$ cat src/design/cal_link_pkg.sv
// Constants, register map and carrier types for the calibration and link configuration block.
// Assumes an APB slave with 32-bit data and a 250 MHz pclk.
package cal_link_pkg;

  // ----------------------------------------------------------------
  // Register offsets
  // ----------------------------------------------------------------
  localparam logic [11:0] CTRL_OFFSET = 12'h000;
  localparam logic [11:0] LINK_CFG_OFFSET = 12'h004;
  localparam logic [11:0] DRIVER_OFFSET = 12'h008;
  localparam logic [11:0] LINK_STATUS_OFFSET = 12'h00c;
  localparam logic [11:0] PARAMS_OFFSET = 12'h010;

  // ----------------------------------------------------------------
  // Control register fields
  // ----------------------------------------------------------------
  localparam int PWRDN_BIT = 0;
  localparam int OFFSET_BIN_BIT = 1;
  localparam int SCRAMBLE_BIT = 2;
  localparam int SUBCLASS_BIT = 3;
  localparam int DIV_LSB = 4;
  localparam int TEST_LSB = 8;
  localparam int SYSREF_MODE_LSB = 12;

  // ----------------------------------------------------------------
  // Link configuration and driver fields
  // ----------------------------------------------------------------
  localparam int LANES_A_BIT = 0;
  localparam int LANES_B_BIT = 1;
  localparam int SWING_LSB = 0;
  localparam int DEEMPH_LSB = 4;

  // ----------------------------------------------------------------
  // Status register fields
  // ----------------------------------------------------------------
  localparam int CAL_DONE_BIT = 0;
  localparam int CAL_BUSY_BIT = 1;
  localparam int LINK_INIT_BIT = 2;
  localparam int LINK_UP_BIT = 3;

  // ----------------------------------------------------------------
  // Reset values
  // ----------------------------------------------------------------
  localparam logic [31:0] CTRL_RESET = 32'h0000_0000;
  localparam logic [31:0] LINK_CFG_RESET = 32'h0000_0000;
  localparam logic [31:0] DRIVER_RESET = 32'h0000_0000;

  // ----------------------------------------------------------------
  // Timing counts in sampling clock cycles
  // ----------------------------------------------------------------
  localparam int POWERUP_DELAY_CYCLES = 8400000;
  localparam int CAL_CYCLES = 2000000;
  localparam int LINK_INIT_CYCLES = 64;
  localparam int CNT_W = 24;

  // ----------------------------------------------------------------
  // Fixed link parameters
  // ----------------------------------------------------------------
  localparam logic [4:0] PARAM_M = 5'h01;
  localparam logic [4:0] PARAM_N = 5'h10;
  localparam logic [4:0] PARAM_NP = 5'h10;
  localparam logic [1:0] PARAM_CS = 2'h0;
  localparam logic [4:0] PARAM_CF = 5'h00;
  localparam logic [31:0] SAMPLE_SIGN = 32'h0000_8000;

  typedef enum logic [1:0] {DIV_1, DIV_2, DIV_4, DIV_8} clk_div_t;

  typedef enum logic [2:0] {TEST_OFF, TEST_D215, TEST_K285, TEST_ILA, TEST_PRBS7, TEST_PRBS23,
    TEST_RAMP} test_seq_t;

  typedef enum logic [1:0] {SYSREF_PERIODIC, SYSREF_PULSED, SYSREF_ONE_SHOT} sysref_mode_t;

  typedef struct packed {
    logic [2:0] swing;
    logic [2:0] deemph;
  } driver_cfg_t;

  typedef struct packed {
    logic [1:0] octets;
    logic [1:0] samples;
    logic high_density;
  } frame_cfg_t;

  typedef struct packed {
    logic [15:0] sample_a;
    logic [15:0] sample_b;
  } sample_pair_t;

endpackage

$ cat src/design/cal_link_ctrl.sv
// Calibration sequencer, output format, and transmitter link configuration behind an APB slave.
// Assumes pclk is the divided sampling clock and pins are synchronous to it.
//
// Function
// - Auto-calibrate after power-up delay, no command.
// - Calibration run lasts two million cycles.
// - Power-down then normal starts manual calibration.
// - Two's complement default, optional offset binary.
// - Coding converted before framing and encoding.
// - Subclass 1 and 0 only, never 2.
// - Periodic, pulsed and single-shot SYSREF accepted.
// - One or two lanes, per channel.
// - F, S, HD derived from lanes.
// - M, N, N', CS, CF fixed; no idle.
// - D21.5, K28.5, ILA, PRBS, ramp selectable.
// - No transport, RPAT or JSPAT patterns.
// - No lane polarity inversion offered.
// - Swing and de-emphasis codes 0 to 7.
// - Divide factor change reinitializes the link.
// - Scrambling off at reset; ILA unscrambled.
`timescale 1ns/100ps
`default_nettype none

module cal_link_ctrl #(
  parameter int POWERUP_DELAY = cal_link_pkg::POWERUP_DELAY_CYCLES,
  parameter int CAL_LENGTH = cal_link_pkg::CAL_CYCLES
) (
  input wire logic pclk,
  input wire logic presetn,
  input wire logic clk_en,
  input wire logic supply_clock_ok,
  input wire logic psel,
  input wire logic penable,
  input wire logic pwrite,
  input wire logic [11:0] paddr,
  input wire logic [31:0] pwdata,
  output logic [31:0] prdata,
  output logic pready,
  output logic pslverr,
  input wire logic sysref_in,
  input wire logic ila_active,
  input wire cal_link_pkg::sample_pair_t core_samples,
  output cal_link_pkg::sample_pair_t coded_samples,
  output logic cal_done,
  output logic cal_busy,
  output logic link_reinit,
  output logic core_powered_down,
  output logic scramble_active,
  output logic sysref_event,
  output cal_link_pkg::test_seq_t test_seq,
  output logic subclass1,
  output logic [1:0] lanes_per_channel,
  output cal_link_pkg::frame_cfg_t frame_cfg_a,
  output cal_link_pkg::frame_cfg_t frame_cfg_b,
  output cal_link_pkg::driver_cfg_t driver_cfg
);

  typedef enum logic [1:0] {CAL_WAIT_POWER, CAL_DELAY, CAL_RUN, CAL_IDLE} cal_state_t;

  // ----------------------------------------------------------------
  // Functions
  // ----------------------------------------------------------------
  // Frame layout follows from the lane count alone.
  function automatic cal_link_pkg::frame_cfg_t frame_of(input logic two_lanes);
    cal_link_pkg::frame_cfg_t f;
    f.octets = two_lanes ? 2'h1 : 2'h2;
    f.samples = 2'h1;
    f.high_density = two_lanes;
    return f;
  endfunction

  // Offset binary is two's complement with the sign bit flipped.
  function automatic logic [15:0] code_of(input logic [15:0] s, input logic offset_bin);
    return offset_bin ? (s ^ cal_link_pkg::SAMPLE_SIGN[15:0]) : s;
  endfunction

  // ----------------------------------------------------------------
  // Registers
  // ----------------------------------------------------------------
  logic [31:0] ctrl_r;
  logic [31:0] link_cfg_r;
  logic [31:0] driver_r;
  cal_state_t cal_state_r;
  cal_state_t cal_state_nxt;
  logic [cal_link_pkg::CNT_W-1:0] cnt_r;
  logic [cal_link_pkg::CNT_W-1:0] cnt_nxt;
  logic [6:0] init_cnt_r;
  logic sysref_q_r;
  logic sysref_armed_r;

  // ----------------------------------------------------------------
  // Decode
  // ----------------------------------------------------------------
  wire logic access = psel & penable & clk_en;
  wire logic wr = access & pwrite;
  wire logic sel_ctrl = (paddr == cal_link_pkg::CTRL_OFFSET);
  wire logic sel_link = (paddr == cal_link_pkg::LINK_CFG_OFFSET);
  wire logic sel_drv = (paddr == cal_link_pkg::DRIVER_OFFSET);
  wire logic sel_stat = (paddr == cal_link_pkg::LINK_STATUS_OFFSET);
  wire logic sel_par = (paddr == cal_link_pkg::PARAMS_OFFSET);
  wire logic mapped = sel_ctrl | sel_link | sel_drv | sel_stat | sel_par;
  wire logic wr_ctrl = wr & sel_ctrl;

  wire logic [2:0] test_wr = pwdata[cal_link_pkg::TEST_LSB +: 3];
  wire logic test_ok = (test_wr <= 3'(cal_link_pkg::TEST_RAMP));
  wire logic [2:0] test_keep = test_ok ? test_wr : ctrl_r[cal_link_pkg::TEST_LSB +: 3];
  wire logic [1:0] srm_wr = pwdata[cal_link_pkg::SYSREF_MODE_LSB +: 2];
  wire logic [1:0] srm_keep = (srm_wr == 2'h3) ? ctrl_r[cal_link_pkg::SYSREF_MODE_LSB +: 2] : srm_wr;
  wire logic [1:0] div_new = pwdata[cal_link_pkg::DIV_LSB +: 2];
  wire logic div_changed = wr_ctrl & (div_new != ctrl_r[cal_link_pkg::DIV_LSB +: 2]);
  wire logic [31:0] ctrl_wr_val = {16'h0000, 2'h0, srm_keep, 1'b0, test_keep, 2'h0, div_new,
    pwdata[cal_link_pkg::SUBCLASS_BIT], pwdata[cal_link_pkg::SCRAMBLE_BIT],
    pwdata[cal_link_pkg::OFFSET_BIN_BIT], pwdata[cal_link_pkg::PWRDN_BIT]};

  wire logic pwrdn = ctrl_r[cal_link_pkg::PWRDN_BIT];
  wire logic leave_pwrdn = wr_ctrl & pwrdn & ~pwdata[cal_link_pkg::PWRDN_BIT];
  wire logic in_cal = (cal_state_r == CAL_RUN);
  wire logic done_now = (cal_state_r == CAL_IDLE);

  wire logic [31:0] status_val = {28'h0000000, (init_cnt_r == 7'h00), (init_cnt_r != 7'h00), in_cal, done_now};
  wire logic [31:0] params_val = {10'h000, cal_link_pkg::PARAM_CS, cal_link_pkg::PARAM_CF,
    cal_link_pkg::PARAM_NP, cal_link_pkg::PARAM_N, cal_link_pkg::PARAM_M};
  wire logic [31:0] rd_val = sel_ctrl ? ctrl_r : sel_link ? link_cfg_r : sel_drv ? driver_r :
    sel_stat ? status_val : sel_par ? params_val : 32'h0000_0000;

  wire logic sysref_rise = sysref_in & ~sysref_q_r;
  wire logic one_shot = (ctrl_r[cal_link_pkg::SYSREF_MODE_LSB +: 2] == 2'(cal_link_pkg::SYSREF_ONE_SHOT));
  wire logic sysref_take = sysref_rise & subclass1 & (~one_shot | sysref_armed_r);

  // ----------------------------------------------------------------
  // Output next values
  // ----------------------------------------------------------------
  wire logic setup_phase = psel & ~penable;
  wire logic pslverr_nxt = setup_phase & ~mapped;
  wire logic [31:0] prdata_nxt = setup_phase ? rd_val : prdata;
  wire logic offset_coding = ctrl_r[cal_link_pkg::OFFSET_BIN_BIT];
  wire cal_link_pkg::sample_pair_t coded_nxt = {code_of(core_samples.sample_a, offset_coding),
    code_of(core_samples.sample_b, offset_coding)};
  wire logic cal_done_nxt = (cal_state_nxt == CAL_IDLE);
  wire logic cal_busy_nxt = (cal_state_nxt == CAL_RUN);
  wire logic link_reinit_nxt = div_changed | (init_cnt_r > 7'h01);
  wire logic scramble_nxt = ctrl_r[cal_link_pkg::SCRAMBLE_BIT] & ~ila_active;
  wire cal_link_pkg::test_seq_t test_seq_nxt =
    cal_link_pkg::test_seq_t'(ctrl_r[cal_link_pkg::TEST_LSB +: 3]);
  wire cal_link_pkg::frame_cfg_t frame_a_nxt =
    frame_of(link_cfg_r[cal_link_pkg::LANES_A_BIT]);
  wire cal_link_pkg::frame_cfg_t frame_b_nxt =
    frame_of(link_cfg_r[cal_link_pkg::LANES_B_BIT]);
  wire cal_link_pkg::driver_cfg_t driver_nxt = {driver_r[cal_link_pkg::SWING_LSB +: 3],
    driver_r[cal_link_pkg::DEEMPH_LSB +: 3]};

  // ----------------------------------------------------------------
  // Calibration sequencer
  // ----------------------------------------------------------------
  always_comb
  begin
    cal_state_nxt = cal_state_r;
    cnt_nxt = cnt_r;
    case (cal_state_r)
      CAL_WAIT_POWER:
      begin
        if (supply_clock_ok)
        begin
          cal_state_nxt = CAL_DELAY;
          cnt_nxt = '0;
        end
      end
      CAL_DELAY:
      begin
        cnt_nxt = cnt_r + 1'b1;
        if (cnt_r == cal_link_pkg::CNT_W'(POWERUP_DELAY - 1))
        begin
          cal_state_nxt = CAL_RUN;
          cnt_nxt = '0;
        end
      end
      CAL_RUN:
      begin
        cnt_nxt = cnt_r + 1'b1;
        if (pwrdn)
        begin
          cal_state_nxt = CAL_IDLE;
        end
        else if (cnt_r == cal_link_pkg::CNT_W'(CAL_LENGTH - 1))
        begin
          cal_state_nxt = CAL_IDLE;
        end
      end
      default:
      begin
        cal_state_nxt = cal_state_r;
      end
    endcase
    if (leave_pwrdn && cal_state_r != CAL_WAIT_POWER && cal_state_r != CAL_DELAY)
    begin
      cal_state_nxt = CAL_RUN;
      cnt_nxt = '0;
    end
  end

  // ----------------------------------------------------------------
  // State
  // ----------------------------------------------------------------
  always_ff @(posedge pclk or negedge presetn)
  begin
    if (!presetn)
    begin
      ctrl_r <= cal_link_pkg::CTRL_RESET;
      link_cfg_r <= cal_link_pkg::LINK_CFG_RESET;
      driver_r <= cal_link_pkg::DRIVER_RESET;
      cal_state_r <= CAL_WAIT_POWER;
      cnt_r <= '0;
      init_cnt_r <= 7'h00;
      sysref_q_r <= 1'b0;
      sysref_armed_r <= 1'b0;
    end
    else if (clk_en)
    begin
      cal_state_r <= cal_state_nxt;
      cnt_r <= cnt_nxt;
      sysref_q_r <= sysref_in;
      if (wr_ctrl)
      begin
        ctrl_r <= ctrl_wr_val;
      end
      if (wr & sel_link)
      begin
        link_cfg_r <= {30'h00000000, pwdata[1:0]};
      end
      if (wr & sel_drv)
      begin
        driver_r <= {24'h000000, 1'b0, pwdata[6:4], 1'b0, pwdata[2:0]};
      end
      if (div_changed)
      begin
        init_cnt_r <= 7'(cal_link_pkg::LINK_INIT_CYCLES);
      end
      else if (init_cnt_r != 7'h00)
      begin
        init_cnt_r <= init_cnt_r - 7'h01;
      end
      if (wr_ctrl)
      begin
        sysref_armed_r <= 1'b1;
      end
      else if (sysref_take)
      begin
        sysref_armed_r <= 1'b0;
      end
    end
  end

  // ----------------------------------------------------------------
  // Registered outputs
  // ----------------------------------------------------------------
  always_ff @(posedge pclk or negedge presetn)
  begin
    if (!presetn)
    begin
      prdata <= 32'h0000_0000;
      pready <= 1'b0;
      pslverr <= 1'b0;
      coded_samples <= '0;
      cal_done <= 1'b0;
      cal_busy <= 1'b0;
      link_reinit <= 1'b0;
      core_powered_down <= 1'b0;
      scramble_active <= 1'b0;
      sysref_event <= 1'b0;
      test_seq <= cal_link_pkg::TEST_OFF;
      subclass1 <= 1'b0;
      lanes_per_channel <= 2'h0;
      frame_cfg_a <= '0;
      frame_cfg_b <= '0;
      driver_cfg <= '0;
    end
    else if (clk_en)
    begin
      pready <= setup_phase;
      pslverr <= pslverr_nxt;
      prdata <= prdata_nxt;
      coded_samples <= coded_nxt;
      cal_done <= cal_done_nxt;
      cal_busy <= cal_busy_nxt;
      link_reinit <= link_reinit_nxt;
      core_powered_down <= pwrdn;
      scramble_active <= scramble_nxt;
      sysref_event <= sysref_take;
      test_seq <= test_seq_nxt;
      subclass1 <= ctrl_r[cal_link_pkg::SUBCLASS_BIT];
      lanes_per_channel <= link_cfg_r[1:0];
      frame_cfg_a <= frame_a_nxt;
      frame_cfg_b <= frame_b_nxt;
      driver_cfg <= driver_nxt;
    end
  end

  // Lane outputs carry no inversion control at all.

endmodule

`default_nettype wire

$ cat config.mk
export PLATFORM = sky130hd
export DESIGN_NAME = cal_link_ctrl
export DESIGN_NICKNAME = d
export VERILOG_FILES = /design/src/design/cal_link_pkg.sv /design/src/design/cal_link_ctrl.sv
export SDC_FILE = /design/constraint.sdc
export NUM_CORES = 1
export LEC_CHECK = 0
export ABC_CLOCK_PERIOD_IN_PS = 6350
export BUFFER_PORTS_ARGS = -buffer_cell sky130_fd_sc_hd__buf_2
export CORE_UTILIZATION = 45
export DETAILED_ROUTE_END_ITERATION = 8
export HOLD_SLACK_MARGIN = 0.1
export PLACE_DENSITY = 0.7
export SYNTH_ARGS = -nofsm -noshare
export SYNTH_HDL_FRONTEND = slang
export SYNTH_SLANG_ARGS = --single-unit
$ cat constraint.sdc
create_clock -name pclk -period 6.35 [get_ports pclk]
set_clock_uncertainty 0.15 [all_clocks]
set_input_delay 0.635 -clock pclk [delete_from_list [all_inputs] [get_ports pclk]]
set_output_delay 0.635 -clock pclk [all_outputs]
set_load 0.03 [all_outputs]
After elaboration in Yosys (flattened, before gate mapping)
Index checks and enable logic that the tools add are counted.
{ "totals": {"ff_bits": 145, "input_bits": 85, "output_inout_bits": 94, "elab_cells": 123} }
{ "classes": {"addsub": 2, "n_lt_le_gt_ge": 2, "eq_ne": 16, "muxes": 23, "n_bitwise": 30, "n_reduce_logical": 19} }
{ "ops": {"columns": ["cell", "count"], "rows": [
  ["$mux 15", 5],
  ["$mux 24", 3],
  ["$pmux 24 s3", 1],
  ["$mux 16", 2],
  ["$add 24x1->24 const B", 1],
  ["$eq 12x4->1 const B", 2],
  ["$eq 24x21->1 const B", 1],
  ["$eq 24x24->1 const B", 1],
  ["$and 1x1->1", 15],
  ["$mux 2", 7],
  ["$mux 7", 2],
  ["$eq 12x3->1 const B", 1],
  ["$eq 12x5->1 const B", 1],
  ["$eq 2x2->1 const B", 6],
  ["$logic_not 12->1", 1],
  ["$reduce_and 2->1", 6],
  ["$not 1->1", 9],
  ["$reduce_and 3->1", 3],
  ["$gt 7x1->1 const B", 1],
  ["$logic_not 7->1", 1],
  ["$reduce_bool 7->1", 1],
  ["$sub 7x1->7 const B", 1],
  ["$or 1x1->1", 6],
  ["$pmux 2 s3", 1],
  ["10 further kinds", 14]
]} }

Logic depth before layout (Yosys ltp)
{ "logic_depth": {"word_depth": 10, "ltp_mapped": 9, "mapped_depth_nobuf": 8} }

Worst setup path before layout
OpenSTA, ideal clock, no wires.
{ "synth_path": {"kind": "input to register", "startpoint": "input paddr[9]", "endpoint": "register driver_r[0]", "setup_ns": 0.125, "arrival_time_ns": 2.466, "required_time_ns": 6.075, "setup_slack_ns": 3.609, "stages": 5, "n_path_buf": 1, "path_cell_list": "or4_4 or4_1 clkbuf_1 nor3_4 mux2_2"} }
{ "synth_via": {"elab_chain_len": 3} }
{ "synth_rtl": {"columns": ["item", "line", "rtl"], "rows": [
  ["from (decl)", "cal_link_ctrl.sv:35", "input wire logic [11:0] paddr,"],
  ["$eq 12x4->1", "cal_link_ctrl.sv:98", "wire logic sel_drv = (paddr == cal_link_pkg::DRIVER_OFFSET);"],
  ["$and 1x1->1", "cal_link_ctrl.sv:230", "if (wr & sel_drv)"],
  ["$reduce_and 2->1 (no source line)", null, null],
  ["to (signal assigned)", "cal_link_ctrl.sv:210", "driver_r <= cal_link_pkg::DRIVER_RESET;"],
  ["to (signal assigned)", "cal_link_ctrl.sv:232", "driver_r <= {24'h000000, 1'b0, pwdata[6:4], 1'b0, pwdata[2:0]};"],
  ["to (decl)", "cal_link_ctrl.sv:82", "logic [31:0] driver_r;"]
]} }
No other way between the ends.
A chain may end at the register's enable or synchronous reset.

Worst setup path in the final report
{ "layout_path": {"startpoint": "register cnt_r[7] (netlist bit)", "endpoint": "register cnt_r[9] (netlist bit)"} }
{ "layout_via": {"elab_chain_len": 4, "word_cells_on_any_way": 5, "cone_classes": "add/sub: 1; eq/ne: 1; mux: 3"} }
{ "layout_rtl": {"columns": ["item", "line", "rtl"], "rows": [
  ["from (decl)", "cal_link_ctrl.sv:85", "logic [cal_link_pkg::CNT_W-1:0] cnt_r;"],
  ["from (signal assigned)", "cal_link_ctrl.sv:220", "cnt_r <= cnt_nxt;"],
  ["$add 24x1->24 or $eq 24x24->1 (tied branches)", "cal_link_ctrl.sv:170, cal_link_ctrl.sv:179, cal_link_ctrl.sv:171", null],
  ["$mux 24", "cal_link_ctrl.sv:171", "if (cnt_r == cal_link_pkg::CNT_W'(POWERUP_DELAY - 1))"],
  ["$pmux 24 s3 (*)", "cal_link_ctrl.sv:159", "case (cal_state_r)"],
  ["$mux 24 (*)", "cal_link_ctrl.sv:194", "if (leave_pwrdn && cal_state_r != CAL_WAIT_POWER && cal_state_r != CAL_DELAY)"]
]} }
Mark *: on every way between the ends. The rest lies on a longest branch, timed or not.

==> reports/qor.csv <==
metric,value,unit
run status,"complete, no violations",
fraction of layout cells with a size suffix above 1,34.8,%
crit end category,register,
Fin Hold WS,0.215,ns
Starting Density,46.4,%
yosys synthesis warning count,0,
Avg WL per Cell,15.7,um
vias in the first global route,4487,
CP bufs+invs,0,
largest net degree at the start of global routing,79,
Vias,4673,
GPL Wtd Cong,0.786,
non-filler instance count after layout,859,
grt total ovfl,0,
number of placement rows,41,
final worst slack,3.35,ns
register area,3050,um^2
overall die width,116,um
setup TNS,0,ns
Post-synth EDFFs,0,
Tcrit/Tclk final,47.2,%
CORE AREA,12700,um^2
Antenna Nets Post-Route,0,
post-synth cell types,67,
Sw Share,28.0,%
CP Launch Point,cnt_r[7]$_DFFE_PN0P_,
CTS clock-pin slew for the worst setup and hold paths,0.06,ns
first-pass GRT wire length,22200,um
cell with the largest stage delay on the worst path,nor2_1,
register share of total power,36.6,%
clock sinks,122,
reg2reg start,cnt_r[7]$_DFFE_PN0P_,
Hold Fails Final Rpt,0,
Final setup viols,0,
Port Buffers,137,
Worst Max-Slew Pin Slew,1.24,ns
area delta synth->final,24.2,%
CTS H-Tree Depth,4,
fill cell count,1101,
Slew Limit Fails,0,
clock latency on the worst-skew pair,0.41,ns
WL final,13500,um
initial DRC count,235,
WP data arrival,3.13,ns
reg2reg path depth,6,
peak supply drop,288,uV
multi-input logic area,2530,um^2
DP HPWL,9510,um
Rel. slew slack,17.4,%
crit path max fanout,15,
total power,0.00249,W
worst hold path type,in2async,
sw power,0.000697,W
Worst R2R Setup Slack,3.35,ns
Int Pwr,0.00179,W
die area,13500,um^2
Worst Setup Start Kind,register,
"Req. time, crit path",6.48,ns
Max Freq,334,MHz
root buffer cell,clkbuf_16,
# IOs,179,
Clk pwr share,45.9,%
nets,768,
Synth Instances,541,
CTS Hold Bufs,0,
Leak,3.47,nW
part of the power in combinational logic,17.5,%
initial antenna violation count,0,
Clock Path Buffers,2,
min cycle time layout,3.00,ns
Post-Syn Area,5880,um^2
PwrDens,341,nW/um^2
syn avg cell area,10.9,um^2
total of max-cap violations,0,
post-CTS sizing,0,
diode count,0,
postcts setup bufs,0,
RSZ-0062 raised after global routing,false,
Post-synth top flop,dfrtp_1,
"slowest stage delay, CP",0.79,ns
Crit Path Class,reg2reg,
Top delay family on crit path,simple AND/OR/NAND/NOR gates,
Post-Place Cells,827,
DRC violation count after routing,0,
Synth Register Bits,122,
pre-CTS setup slack,2.94,ns
crit path cell chain,or4_1 > nor4_2 > a311oi_1 > nor2_1 > or3_1 > o21ai_0,
sequential share of the synthesized area,51.9,%
FF-to-FF End,cnt_r[9]$_DFFE_PN0P_,
asr flop ratio synth,100,%
cts bufs inserted,17,
CTS tree,done,
DR pass1 iterations,4,
Die Y,116,um
post-DR vias/cell,5.44,
Total GRT Usage,21.5,%
worst reg2reg max path: stages (launching register included):
cell and delay (ns):
dfrtp_1 0.44, or4_1 0.57, nor4_2 0.46, a311oi_1 0.17
nor2_1 0.79, or3_1 0.21, o21ai_0 0.09
logic make-up after synthesis:
logic type | count (synthesis) | share of synthesized area, %
adders and majority gates | 9 | 1.91
buffers and inverters | 68 | 6.28
AOI/OAI and AO/OA | 116 | 13.1
other | 1 | 0.0638
and+or+nand+nor | 158 | 14.3
xor gates and xnor gates | 9 | 1.34
muxes | 58 | 11.1
DFF | 122 | 51.9
per-stage QoR:
step	area [um^2]	utilization (%)
5_1_grt	7300	57.6
3_3_place_gp	6600	52.1
3_5_place_dp	6600	52.1
4_1_cts	7300	57.6
6_report	7300	57.6
2_1_floorplan	5960	-
metal layers:
metal / GRT usage, % / up-vias / share of wire (%)
li1: - / 2200 / -
met1: 29.1 / 2278 / 45
met2: 32.7 / 179 / 47
met3: 6.38 / 16 / 6.3
met4: 7.61 / 0 / 1.5
met5: 0 / - / 0
synthesized netlist by cell type (7+ instances only):
cell,n,area (um^2)
dfrtp_1,122,3050
nor3_1,10,50.1
ha_1,9,113
nand4_1,8,50.1
nor2_1,31,116
nand2_1,41,154
nor4_1,10,62.6
nand3_1,15,75.1
or3_1,13,81.3
a31oi_1,15,93.8
o22a_1,7,61.3
clkbuf_1,14,52.6
a21oi_1,22,110
inv_1,20,75.1
buf_4,27,203
o21ai_0,28,140
mux2_2,58,653
cells in the final DEF (no fill, tap or decap), types with 5 or more instances in the layout:
| cell | netlist | final |
|---|---|---|
| buf_2 | 4 | 136 |
| dfrtp_1 | 122 | 122 |
| mux2_2 | 58 | 58 |
| nand2_1 | 41 | 41 |
| nor2_1 | 31 | 31 |
| o21ai_0 | 28 | 28 |
| a21oi_1 | 22 | 22 |
| conb_1 | 1 | 21 |
| inv_1 | 20 | 20 |
| clkbuf_16 | 0 | 17 |
| nand3_1 | 15 | 15 |
| a31oi_1 | 15 | 15 |
| or3_1 | 13 | 13 |
| nor3_1 | 10 | 10 |
| nor4_1 | 10 | 10 |
| ha_1 | 9 | 9 |
| nand4_1 | 8 | 8 |
| o22a_1 | 7 | 7 |
| bufinv_16 | 0 | 7 |
| xnor2_1 | 6 | 6 |
| o31ai_1 | 6 | 6 |
| a22o_1 | 5 | 5 |
| buf_4 | 27 | 5 |
cell type report:
type                            instances  area share, %
Inverter                               21           1.08
Multi-Input combinational cell        371           34.7
Clock inverter                         13           3.58
Tap cell                              172           2.95
Timing Repair Buffer                  141           9.83
Clock buffer                           19           6.06
Sequential cell                       122           41.8
how the worst max path moves through the flow:
stage / to / slack (ns) / cells after the start
6_report: cnt_r[9]$_DFFE_PN0P_ / 3.35 / 6
5_1_grt: cnt_r[21]$_DFFE_PN0P_ / 3.08 / 7
4_1_cts: cnt_r[9]$_DFFE_PN0P_ / 3.34 / 6
3_5_place_dp: cnt_r[9]$_DFFE_PN0P_ / 2.94 / 7
3_3_place_gp: cnt_r[12]$_DFFE_PN0P_ / 3.07 / 7
2_1_floorplan: driver_r[0]$_DFFE_PN0P_ / 3.61 / 5
sequential cells by signal, summed over array words and instances (netlist names), 2 cells and up:
name	flops
cnt_r	24
frame_cfg_b	3
cal_state_r	2
link_cfg_r	2
ctrl_r	11
coded_samples	32
prdata	13
init_cnt_r	7
test_seq	3
driver_r	6
driver_cfg	6
power by group through the flow:
| stage | sequential (W) | clock, W | combinational [W] |
|---|---|---|---|
| 2_1_floorplan | 0.000959 | 0 | 0.000281 |
| 3_3_place_gp | 0.000919 | 0 | 0.000415 |
| 3_5_place_dp | 0.000922 | 0 | 0.000436 |
| 4_1_cts | 0.000911 | 0.00117 | 0.000436 |
| 5_1_grt | 0.000923 | 0.00120 | 0.000482 |
| 6_report | 0.000912 | 0.00114 | 0.000435 |
No activity file was read; power rests on OpenSTA's default activity.
